File: src/common/pvc_pkg.sv
package pvc_pkg;

    // register indices on the management interface
    localparam logic [4:0]  REG_CFG_ADDR     = 5'h10;
    localparam logic [4:0]  REG_STAT_ADDR    = 5'h11;

    // configuration register field positions
    localparam int          CFG_RMII_BIT     = 8;
    localparam int          CFG_FLINK_BIT    = 7;
    localparam int          CFG_SPLED_BIT    = 6;
    localparam int          CFG_COLLED_BIT   = 5;
    localparam int          CFG_RPD_BIT      = 4;
    localparam int          CFG_STATE_MACHINE_RESET_BIT    = 3;
    localparam int          CFG_MFPS_BIT     = 2;
    localparam int          CFG_SLEEP_BIT    = 1;
    localparam int          CFG_REMOTE_LOOPOUT_BIT    = 0;
    localparam int          CFG_WIDTH        = 9;

    // status register field positions
    localparam int          STAT_RES_LSB     = 12;
    localparam int          RES_FAST_FDX_BIT = 3;
    localparam int          RES_FAST_HDX_BIT = 2;
    localparam int          RES_SLOW_FDX_BIT = 1;
    localparam int          RES_SLOW_HDX_BIT = 0;

    // values after reset
    localparam logic [8:0]  CFG_RESET        = 9'h010;
    localparam logic [3:0]  RESULT_RESET     = 4'hf;

    // management frame layout
    localparam logic [5:0]  PREAMBLE_BITS    = 6'h20;
    localparam logic [5:0]  HDR_LAST         = 6'h0b;
    localparam logic [5:0]  DATA_LAST        = 6'h0f;
    localparam logic [5:0]  DATA_BITS        = 6'h10;
    localparam logic [1:0]  OP_READ          = 2'h2;
    localparam logic [1:0]  OP_WRITE         = 2'h1;

    // length of the internal state-machine reset pulse
    localparam int          SM_RESET_CYCLES  = 16;

    typedef enum logic [2:0] {
        PVC_PRE,
        PVC_START,
        PVC_HDR,
        PVC_TA,
        PVC_RD,
        PVC_WR
    } pvc_mgmt_state_t;

endpackage

File: src/design/pvc_phy_regs.sv
// Behaviour
// - strap pin latched into reduced-MII enable at reset
// - force bit makes 100 Mbps link good
// - speed indicator shows signal detect when the bit is set
// - collision enable adds collision to duplex indicator
// - auto reduced power down enabled, resets to one
// - writing one resets all internal state machines
// - state-machine reset bit self-clears when finished
// - preamble suppression bit, resets to zero
// - sleep bit powers down all but clocking
// - wake keeps configuration, reinitialises state machines
// - remote loopout returns receive data to transmit
// - result bit for 100 full duplex
// - result bit for 100 half duplex
// - result bit for 10 full duplex
// - results written after negotiation, reset to ones
// - result bit for 10 half duplex
module pvc_phy_regs
    import pvc_pkg::*;
#(
    parameter int SM_CYCLES = SM_RESET_CYCLES
) (
    input  wire logic       sys_clk_i,
    input  wire logic       rst_i,
    input  wire logic       rmii_strap_i,
    input  wire logic [4:0] phy_addr_i,
    input  wire logic       mdc_i,
    input  wire logic       mdio_i,
    input  wire logic       link_100_raw_i,
    input  wire logic       signal_detect_i,
    input  wire logic       speed_100_i,
    input  wire logic       full_duplex_i,
    input  wire logic       collision_i,
    input  wire logic       energy_detect_i,
    input  wire logic       an_complete_i,
    input  wire logic       an_speed_100_i,
    input  wire logic       an_full_duplex_i,
    output logic            mdio_o,
    output logic            mdio_oe_n_o,
    output logic            rmii_enable_o,
    output logic            link_100_good_o,
    output logic            speed_indicator_out_o,
    output logic            duplex_collision_indicator_out_o,
    output logic            reduced_powerdown_o,
    output logic            powerdown_o,
    output logic            sm_reset_o,
    output logic            remote_loopout_o
);

    typedef struct packed {
        pvc_mgmt_state_t fsm;
        logic [5:0]      cnt;
        logic [11:0]     hdr;
        logic [15:0]     sh;
        logic            sel;
        logic            rd;
        logic            mdc_q;
        logic [8:0]      cfg;
        logic [3:0]      result;
        logic            sm_start;
        logic            sm_rst;
        logic            mdio;
        logic            mdio_oe_n;
        logic            rmii;
        logic            link_good;
        logic            spd_led;
        logic            dup_led;
        logic            rpd;
        logic            pd;
        logic            loop;
    } pvc_state_t;

    pvc_state_t st;
    pvc_state_t next_st;

    logic        gen_busy;
    logic        gen_done;
    logic        mdc_rise;
    logic [11:0] hdr_full;
    logic [15:0] wdata;
    logic [15:0] rd_word;

    pvc_sm_reset_gen #(
        .CYCLES (SM_CYCLES)
    ) u_sm_reset (
        .sys_clk_i (sys_clk_i),
        .rst_i     (rst_i),
        .start_i   (st.sm_start),
        .busy_o    (gen_busy),
        .done_o    (gen_done)
    );

    assign mdc_rise = mdc_i & ~st.mdc_q;
    assign hdr_full = {st.hdr[10:0], mdio_i};
    assign wdata    = {st.sh[14:0], mdio_i};

    // readback of the addressed register, unmapped reads return zero
    always_comb begin
        rd_word = 16'h0000;
        if (st.hdr[4:0] == REG_CFG_ADDR) begin
            rd_word[CFG_WIDTH-1:0] = st.cfg;
        end else if (st.hdr[4:0] == REG_STAT_ADDR) begin
            rd_word[STAT_RES_LSB +: 4] = st.result;
        end
    end

    always_comb begin
        next_st          = st;
        next_st.sm_start = 1'b0;
        next_st.mdc_q    = mdc_i;
        next_st.sm_rst   = gen_busy;

        // clear first so a write of one in the same cycle wins
        if (gen_done) begin
            next_st.cfg[CFG_STATE_MACHINE_RESET_BIT] = 1'b0;
        end

        if (an_complete_i) begin
            next_st.result[RES_FAST_FDX_BIT] = an_speed_100_i & an_full_duplex_i;
            next_st.result[RES_FAST_HDX_BIT] = an_speed_100_i & ~an_full_duplex_i;
            next_st.result[RES_SLOW_FDX_BIT] = ~an_speed_100_i & an_full_duplex_i;
            next_st.result[RES_SLOW_HDX_BIT] = ~an_speed_100_i & ~an_full_duplex_i;
        end

        if (mdc_rise) begin
            unique case (st.fsm)
                PVC_PRE: begin
                    if (mdio_i) begin
                        if (st.cnt != PREAMBLE_BITS) begin
                            next_st.cnt = st.cnt + 6'h01;
                        end
                    end else if (st.cnt == PREAMBLE_BITS || st.cfg[CFG_MFPS_BIT]) begin
                        next_st.fsm = PVC_START;
                        next_st.cnt = 6'h00;
                    end else begin
                        next_st.cnt = 6'h00;
                    end
                end
                PVC_START: begin
                    next_st.cnt = 6'h00;
                    next_st.fsm = mdio_i ? PVC_HDR : PVC_PRE;
                end
                PVC_HDR: begin
                    next_st.hdr = hdr_full;
                    if (st.cnt == HDR_LAST) begin
                        // frames for another address are followed silently
                        next_st.sel = (hdr_full[9:5] == phy_addr_i)
                                      && (hdr_full[11:10] == OP_READ || hdr_full[11:10] == OP_WRITE);
                        next_st.rd  = (hdr_full[9:5] == phy_addr_i) && (hdr_full[11:10] == OP_READ);
                        next_st.fsm = PVC_TA;
                        next_st.cnt = 6'h00;
                    end else begin
                        next_st.cnt = st.cnt + 6'h01;
                    end
                end
                PVC_TA: begin
                    if (st.rd) begin
                        // second turnaround bit driven low, data loaded
                        next_st.mdio      = 1'b0;
                        next_st.mdio_oe_n = 1'b0;
                        next_st.sh        = rd_word;
                        next_st.fsm       = PVC_RD;
                        next_st.cnt       = 6'h00;
                    end else if (st.cnt == 6'h01) begin
                        next_st.fsm = PVC_WR;
                        next_st.cnt = 6'h00;
                    end else begin
                        next_st.cnt = st.cnt + 6'h01;
                    end
                end
                PVC_RD: begin
                    if (st.cnt == DATA_BITS) begin
                        next_st.mdio      = 1'b1;
                        next_st.mdio_oe_n = 1'b1;
                        next_st.fsm       = PVC_PRE;
                        next_st.cnt       = 6'h00;
                    end else begin
                        next_st.mdio = st.sh[15];
                        next_st.sh   = {st.sh[14:0], 1'b0};
                        next_st.cnt  = st.cnt + 6'h01;
                    end
                end
                PVC_WR: begin
                    next_st.sh = wdata;
                    if (st.cnt == DATA_LAST) begin
                        // status register is read-only, writes dropped
                        if (st.sel && !st.rd && st.hdr[4:0] == REG_CFG_ADDR) begin
                            next_st.cfg[CFG_WIDTH-1:CFG_STATE_MACHINE_RESET_BIT+1] = wdata[CFG_WIDTH-1:CFG_STATE_MACHINE_RESET_BIT+1];
                            next_st.cfg[CFG_STATE_MACHINE_RESET_BIT-1:0] = wdata[CFG_STATE_MACHINE_RESET_BIT-1:0];
                            // a written zero cannot cut a running reset short
                            next_st.cfg[CFG_STATE_MACHINE_RESET_BIT] = next_st.cfg[CFG_STATE_MACHINE_RESET_BIT] | wdata[CFG_STATE_MACHINE_RESET_BIT];
                            if (wdata[CFG_STATE_MACHINE_RESET_BIT]) begin
                                next_st.sm_start = 1'b1;
                            end
                            // wake keeps every other bit as written or held
                            if (st.cfg[CFG_SLEEP_BIT] && !wdata[CFG_SLEEP_BIT]) begin
                                next_st.sm_start = 1'b1;
                            end
                        end
                        next_st.fsm = PVC_PRE;
                        next_st.cnt = 6'h00;
                    end else begin
                        next_st.cnt = st.cnt + 6'h01;
                    end
                end
            endcase
        end

        // pin-facing outputs; speed and duplex indicators and reduced power down silenced while asleep
        next_st.rmii      = st.cfg[CFG_RMII_BIT];
        next_st.link_good = st.cfg[CFG_FLINK_BIT] | link_100_raw_i;
        next_st.spd_led   = ~st.cfg[CFG_SLEEP_BIT]
                            & (st.cfg[CFG_SPLED_BIT] ? signal_detect_i : speed_100_i);
        next_st.dup_led   = ~st.cfg[CFG_SLEEP_BIT]
                            & (st.cfg[CFG_COLLED_BIT] ? (full_duplex_i | collision_i) : full_duplex_i);
        next_st.rpd       = st.cfg[CFG_RPD_BIT] & ~energy_detect_i & ~st.cfg[CFG_SLEEP_BIT];
        next_st.pd        = st.cfg[CFG_SLEEP_BIT];
        next_st.loop      = st.cfg[CFG_REMOTE_LOOPOUT_BIT];

        if (rst_i) begin
            next_st                    = '0;
            next_st.cfg                = CFG_RESET;
            next_st.cfg[CFG_RMII_BIT]  = rmii_strap_i;
            next_st.result             = RESULT_RESET;
            next_st.mdio               = 1'b1;
            next_st.mdio_oe_n          = 1'b1;
            next_st.mdc_q              = 1'b1;
        end
    end

    always_ff @(posedge sys_clk_i) begin
        st <= next_st;
    end

    assign mdio_o                           = st.mdio;
    assign mdio_oe_n_o                      = st.mdio_oe_n;
    assign rmii_enable_o                    = st.rmii;
    assign link_100_good_o                  = st.link_good;
    assign speed_indicator_out_o            = st.spd_led;
    assign duplex_collision_indicator_out_o = st.dup_led;
    assign reduced_powerdown_o              = st.rpd;
    assign powerdown_o                      = st.pd;
    assign sm_reset_o                       = st.sm_rst;
    assign remote_loopout_o                 = st.loop;
endmodule

File: src/design/pvc_sm_reset_gen.sv
module pvc_sm_reset_gen
    import pvc_pkg::*;
#(
    parameter int CYCLES = SM_RESET_CYCLES
) (
    input  wire logic sys_clk_i,
    input  wire logic rst_i,
    input  wire logic start_i,
    output logic      busy_o,
    output logic      done_o
);

    localparam int CW = $clog2(CYCLES + 1);
    localparam logic [CW-1:0] LAST = CW'(CYCLES - 1);

    typedef struct packed {
        logic          busy;
        logic [CW-1:0] cnt;
        logic          done;
    } pvc_gen_t;

    pvc_gen_t st;
    pvc_gen_t next_st;

    always_comb begin
        next_st      = st;
        next_st.done = 1'b0;
        if (start_i) begin
            // a new request restarts the full pulse
            next_st.busy = 1'b1;
            next_st.cnt  = '0;
        end else if (st.busy) begin
            if (st.cnt == LAST) begin
                next_st.busy = 1'b0;
                next_st.done = 1'b1;
            end else begin
                next_st.cnt = st.cnt + CW'(1);
            end
        end
        if (rst_i) begin
            next_st = '0;
        end
    end

    always_ff @(posedge sys_clk_i) begin
        st <= next_st;
    end

    assign busy_o = st.busy;
    assign done_o = st.done;

endmodule

File: config.mk
export PLATFORM = sky130hd
export DESIGN_NAME = pvc_phy_regs
export DESIGN_NICKNAME = d
export VERILOG_FILES = /design/src/common/pvc_pkg.sv /design/src/design/pvc_phy_regs.sv /design/src/design/pvc_sm_reset_gen.sv
export SDC_FILE = /design/constraint.sdc
export NUM_CORES = 1
export LEC_CHECK = 0
export BUFFER_PORTS_ARGS = -buffer_cell sky130_fd_sc_hd__buf_4
export CAP_MARGIN = 15
export CORE_ASPECT_RATIO = 0.75
export CORE_MARGIN = 3
export CORE_UTILIZATION = 45
export DETAILED_ROUTE_END_ITERATION = 6
export PLACE_DENSITY = 0.63
export SETUP_SLACK_MARGIN = 0.05
export SLEW_MARGIN = 20
export SYNTH_ARGS = -nofsm -noshare
export SYNTH_HDL_FRONTEND = slang
export SYNTH_SLANG_ARGS = --single-unit
File: constraint.sdc
create_clock -name sys_clk_i -period 3.29 [get_ports sys_clk_i]
set_input_delay 0.658 -clock sys_clk_i [delete_from_list [all_inputs] [get_ports sys_clk_i]]
set_output_delay 0.658 -clock sys_clk_i [all_outputs]
set_load 0.005 [all_outputs]
Yosys cells after proc, flatten, opt, wreduce, memory -nomap -nowiden --
Index checks and enable logic that the tools add are counted.
Word-level totals: output and inout bits 10, bits in registers 71, input port bits 19
Operators by class: eq/ne operators 26, reduce and logical (&&, ||, !) cells 29, mux-type cells 46, add/subtract/negate cells 2, bitwise operators 23
Operator list (count):
- 2-to-1 mux 9 bit | 6
- one-hot mux 9 bit (6 select lines) | 1
- one-hot mux 16 bit (3 select lines) | 1
- 2-to-1 mux 6 bit | 7
- 2-to-1 mux 16 bit | 2
- 2-to-1 mux 24 bit | 1
- 2-to-1 mux 3 bit | 6
- AND reduction 4 bit | 4
- inequality test 2 bit (second input constant) | 7
- 2-to-1 mux 1 bit | 13
- == test 6 x 4 -> 1 bit (second input constant) | 2
- 2-to-1 mux 4 bit | 3
- NOT 1 bit | 11
- == test 5 bit (second input constant) | 2
- nonzero test 2 bit | 5
- AND 1 bit | 9
- 2-to-1 mux 7 bit | 1
- AND reduction 7 bit | 1
- adder 6 x 1 -> 6 bit (second input constant) | 1
- == test 3 x 2 -> 1 bit (second input constant) | 2
- == test 3 bit (second input constant) | 2
- == test 6 x 1 -> 1 bit (second input constant) | 1
- == test 6 x 5 -> 1 bit (second input constant) | 1
- == test 6 bit (second input constant) | 1
- other kinds (22) | 36

Longest topological paths before layout --
depth in word-level cells 8, gate-level depth with buffers 8, gate-level depth less buffers 7

Modules after synthesis --
A second synthesis with hierarchy kept.
Second synthesis, totals: cell total of the unflattened synthesis 352, area total of the unflattened synthesis 3145.5 µm²
Modules (own cells, without submodules):
- pvc_phy_regs | area each 2822.7 µm², cells an instance 321, times used 1
- pvc_sm_reset_gen | area each 322.8 µm², cells an instance 31, times used 1

Worst setup path before layout --
OpenSTA, ideal clock, no wires.
path type reg2reg, start reg st[55] in the netlist's numbering, end reg st[23] in the netlist's numbering, enable pin, path slack 1188 ps, arrival time 1813 ps, data required time 3001 ps, cell stages (with the launch flop) 7, path through dfxtp_1 > ha_1 > nand3_1 > or4_4 > nor3_1 > buf_4 > or2_2
On the way: longest elaborated chain between the ends 3
RTL lines:
- start: declaration | line pvc_phy_regs.sv:73 | pvc_state_t st;
- start signal: assignment | line pvc_phy_regs.sv:232 | st <= next_st;
- == test 6 x 4 -> 1 bit | line pvc_phy_regs.sv:185 | if (st.cnt == DATA_LAST) begin
- nonzero test 2 bit (no line)
- AND reduction 4 bit (no line)
Every way passes these cells. A chain may end at the register's enable or synchronous reset.

Final worst setup path --
start reg st[55] in the netlist's numbering, end reg st[60] in the netlist's numbering
On the way: longest elaborated chain between the ends 4
RTL lines:
- adder 6 x 1 -> 6 bit or == test 6 x 1 -> 1 bit (tied branches)
- 2-to-1 mux 6 bit (on tied branches) | line pvc_phy_regs.sv:164, pvc_phy_regs.sv:129
- 2-to-1 mux 9 bit or 2-to-1 mux 6 bit (tied branches) | line pvc_phy_regs.sv:157, pvc_phy_regs.sv:128
- one-hot mux 9 bit (6 select lines) | line pvc_phy_regs.sv:126 | unique case (st.fsm)
Several ways; a longest one is shown, not always the timed one. The select of a mux whose other input is x is not followed.

==> impl_metrics.json <==
{
  "status": "finished clean",
  "fp.coreArea_um2": 6506,
  "hpwlAfterDp_um": 4325,
  "avgSynthCellArea_um2": 8.769,
  "ys_warn_count": 0,
  "diodes": 0,
  "finalClockSkew_ps": 6.354,
  "cts_tree": "built",
  "r2r_cells": 6,
  "syn_inst": 354,
  "period_minus_slack_ps": 2250,
  "final_nets": 402,
  "cts_resized": 0,
  "crit_fanout": 6,
  "worst_slew_pin_slew_ps": 739.4,
  "critPathLaunchType": "register",
  "placed_cell_area_um2": 3358,
  "rows": 25,
  "grt_pass1_wl_um": 11120,
  "fin_crit_sh": 0.6838,
  "grt_max_degree": 53,
  "synth_cell_types": 54,
  "clock_latency_ps": 340,
  "leakagePower_nw": 1.226,
  "drive_gt1_frac": 0.1470,
  "worst_slack_ps": 1040,
  "syn_area_um2": 3104,
  "whs_path_depth": 2,
  "setup_tns_ps": 0,
  "hold_viol": 0,
  "yosysSeqAreaShare": 0.4547,
  "ioPinCount": 29,
  "syn2layout_area_growth_pct": 14.07,
  "synth_top_flop_cell": "dfxtp_1",
  "cts_buffer_depth": 2,
  "wl_per_cell_um": 13.94,
  "overflow": 0,
  "critPathKind": "register to register",
  "cts_htree_levels": 3,
  "fin_util": 0.5442,
  "fp.dieH_um": 77.93,
  "synthArstFlopShare": 0,
  "synth_edf_count": 1,
  "rsz0062_at_grt": "false",
  "ys_ff_latch": 70,
  "cts_setup_buffers": 0,
  "cts.reportedPaths.clkPinSlew_ps": 70,
  "dp_slack_ps": 1060,
  "cp.arrival_ps": 2480,
  "cts.sinks": 70,
  "final_common_cell": "dfxtp_1",
  "final_cell_area_um2": 3541,
  "drc": 0,
  "ant_nets": 0,
  "syn-num-nets": 380,
  "drt_first_iter_violations": 145,
  "power_density_nw_per_um2": 448.0,
  "synth_area_leaders": "dfxtp_1 44%, nor2_1 5.0%, nand2_1 4.6%, a21oi_1 3.9%, a211oi_1 3.6%",
  "vdd_ir_drop_max_mv": 0.1877,
  "stdcell_count": 462,
  "antenna_found_initial": 0,
  "first_global_vias": 2381,
  "via_per_inst": 5.481,
  "crit_required_ps": 3520,
  "numCtsBuffers": 9,
  "setup_viol": 0,
  "wl_um": 6441,
  "synth_area_leader_cell": "dfxtp_1",
  "end_kind": "register",
  "max_freq_ghz": 0.4445,
  "cts_root_buf": "clkbuf_8",
  "gp_congestion": 0.8811,
  "port_buffers": 28,
  "dr.pass1.iters": 4,
  "die_w_um": 101.9,
  "hold_class": "register to register",
  "cts_hold_buf": 0,
  "final_cell_mix": "69 x dfxtp_1, 41 x nor2_1, 38 x nand2_1, 33 x buf_4, 24 x a21oi_1",
  "dieArea_um2": 7941,
  "slew_headroom": 0.5001,
  "finalMaxSlewViolations": 0,
  "initial_core_util": 0.4771,
  "synth_top_area_frac": 0.4450,
  "dp_cells": 446,
  "vias": 2532,
  "track_usage": 0.1764,
  "cap_violations": 0
}
[kinds of logic after synthesis]
| group | after synthesis | synth area share |
|---|---|---|
| compound gates | 82 | 0.1878 |
| xor+xnor | 9 | 0.02539 |
| fa+ha+maj | 7 | 0.02821 |
| buf+inv | 33 | 0.04554 |
| flops | 70 | 0.4547 |
| mux | 9 | 0.02942 |
| simple gates | 144 | 0.2289 |
[worst paths after layout]
kind	startpoint	end	slack (ps)
setup / recovery	st[55]	st[60]	1040
hold / removal	u_sm_reset.busy_o	u_sm_reset.done_o	440
setup reg to reg	st[55]	st[60]	1040
hold reg to reg	u_sm_reset.busy_o	u_sm_reset.done_o	440
[power by group]
| group | switching (mW) | internal (mW) | leakage [nW] |
|---|---|---|---|
| Sequential | 0.00483 | 0.858 | 0.568 |
| Clock | 0.311 | 0.349 | 0.0904 |
| Combinational | 0.0329 | 0.0302 | 0.568 |
| Total | 0.349 | 1.24 | 1.23 |
[per-stage QoR]
stage,hold WS (ps),power [mW]
floorplan,413.5,0.9126
global placement,427.8,0.9451
detailed placement,425.7,0.9462
CTS,437.0,1.608
global route,457.9,1.656
finish,436.0,1.586
[cell usage after synthesis (all sizes together), types with 5 or more instances]
cell,number
a211oi,15
a21oi,25
a22oi,14
buf,9
clkbuf,13
dfxtp,69
ha,7
inv,11
mux2i,8
nand2,38
nand2b,5
nand3,9
nor2,42
nor2b,12
nor3,11
o21ai,7
xnor2,5
[flip-flops by register name, summed over array words and instances, names as in the netlist]
signal	cells
powerdown_o	1
hdr_full	11
mdio_oe_n_o	1
u_sm_reset.busy_o	1
duplex_collision_indicator_out_o	1
u_sm_reset.done_o	1
sm_reset_o	1
link_100_good_o	1
u_sm_reset.st	5
remote_loopout_o	1
mdio_o	1
rmii_enable_o	1
speed_indicator_out_o	1
st	42
reduced_powerdown_o	1
[layer usage]
metal  global-route usage  up-vias  wire, um  share of wire
li1                     -     1303         -              -
met1               0.2483     1166      3209           0.50
met2               0.2552       54      2842           0.44
met3              0.04762        9       312          0.048
met4              0.06946        0        76          0.012
met5                    0        -         0              0
[area by class of cell]
cell class                      count  area (um^2)
Tap cell                           81        101.3
Clock buffer                       12        135.1
Sequential cell                    70         1411
Clock inverter                      4        47.55
Multi-Input combinational cell    251         1556
Timing Repair Buffer               33        247.7
Inverter                           11        41.29
Fill cell                         636         2965
[worst max-delay path, cell delays in order, from the launching register on]
cell and delay [ps]:
dfxtp_1 420, ha_1 260, nand3_1 130, or4_4 480, a2111oi_4 430, nor2_2 100
a221o_1 320
Note: power is estimated with default switching activity, not from simulation.
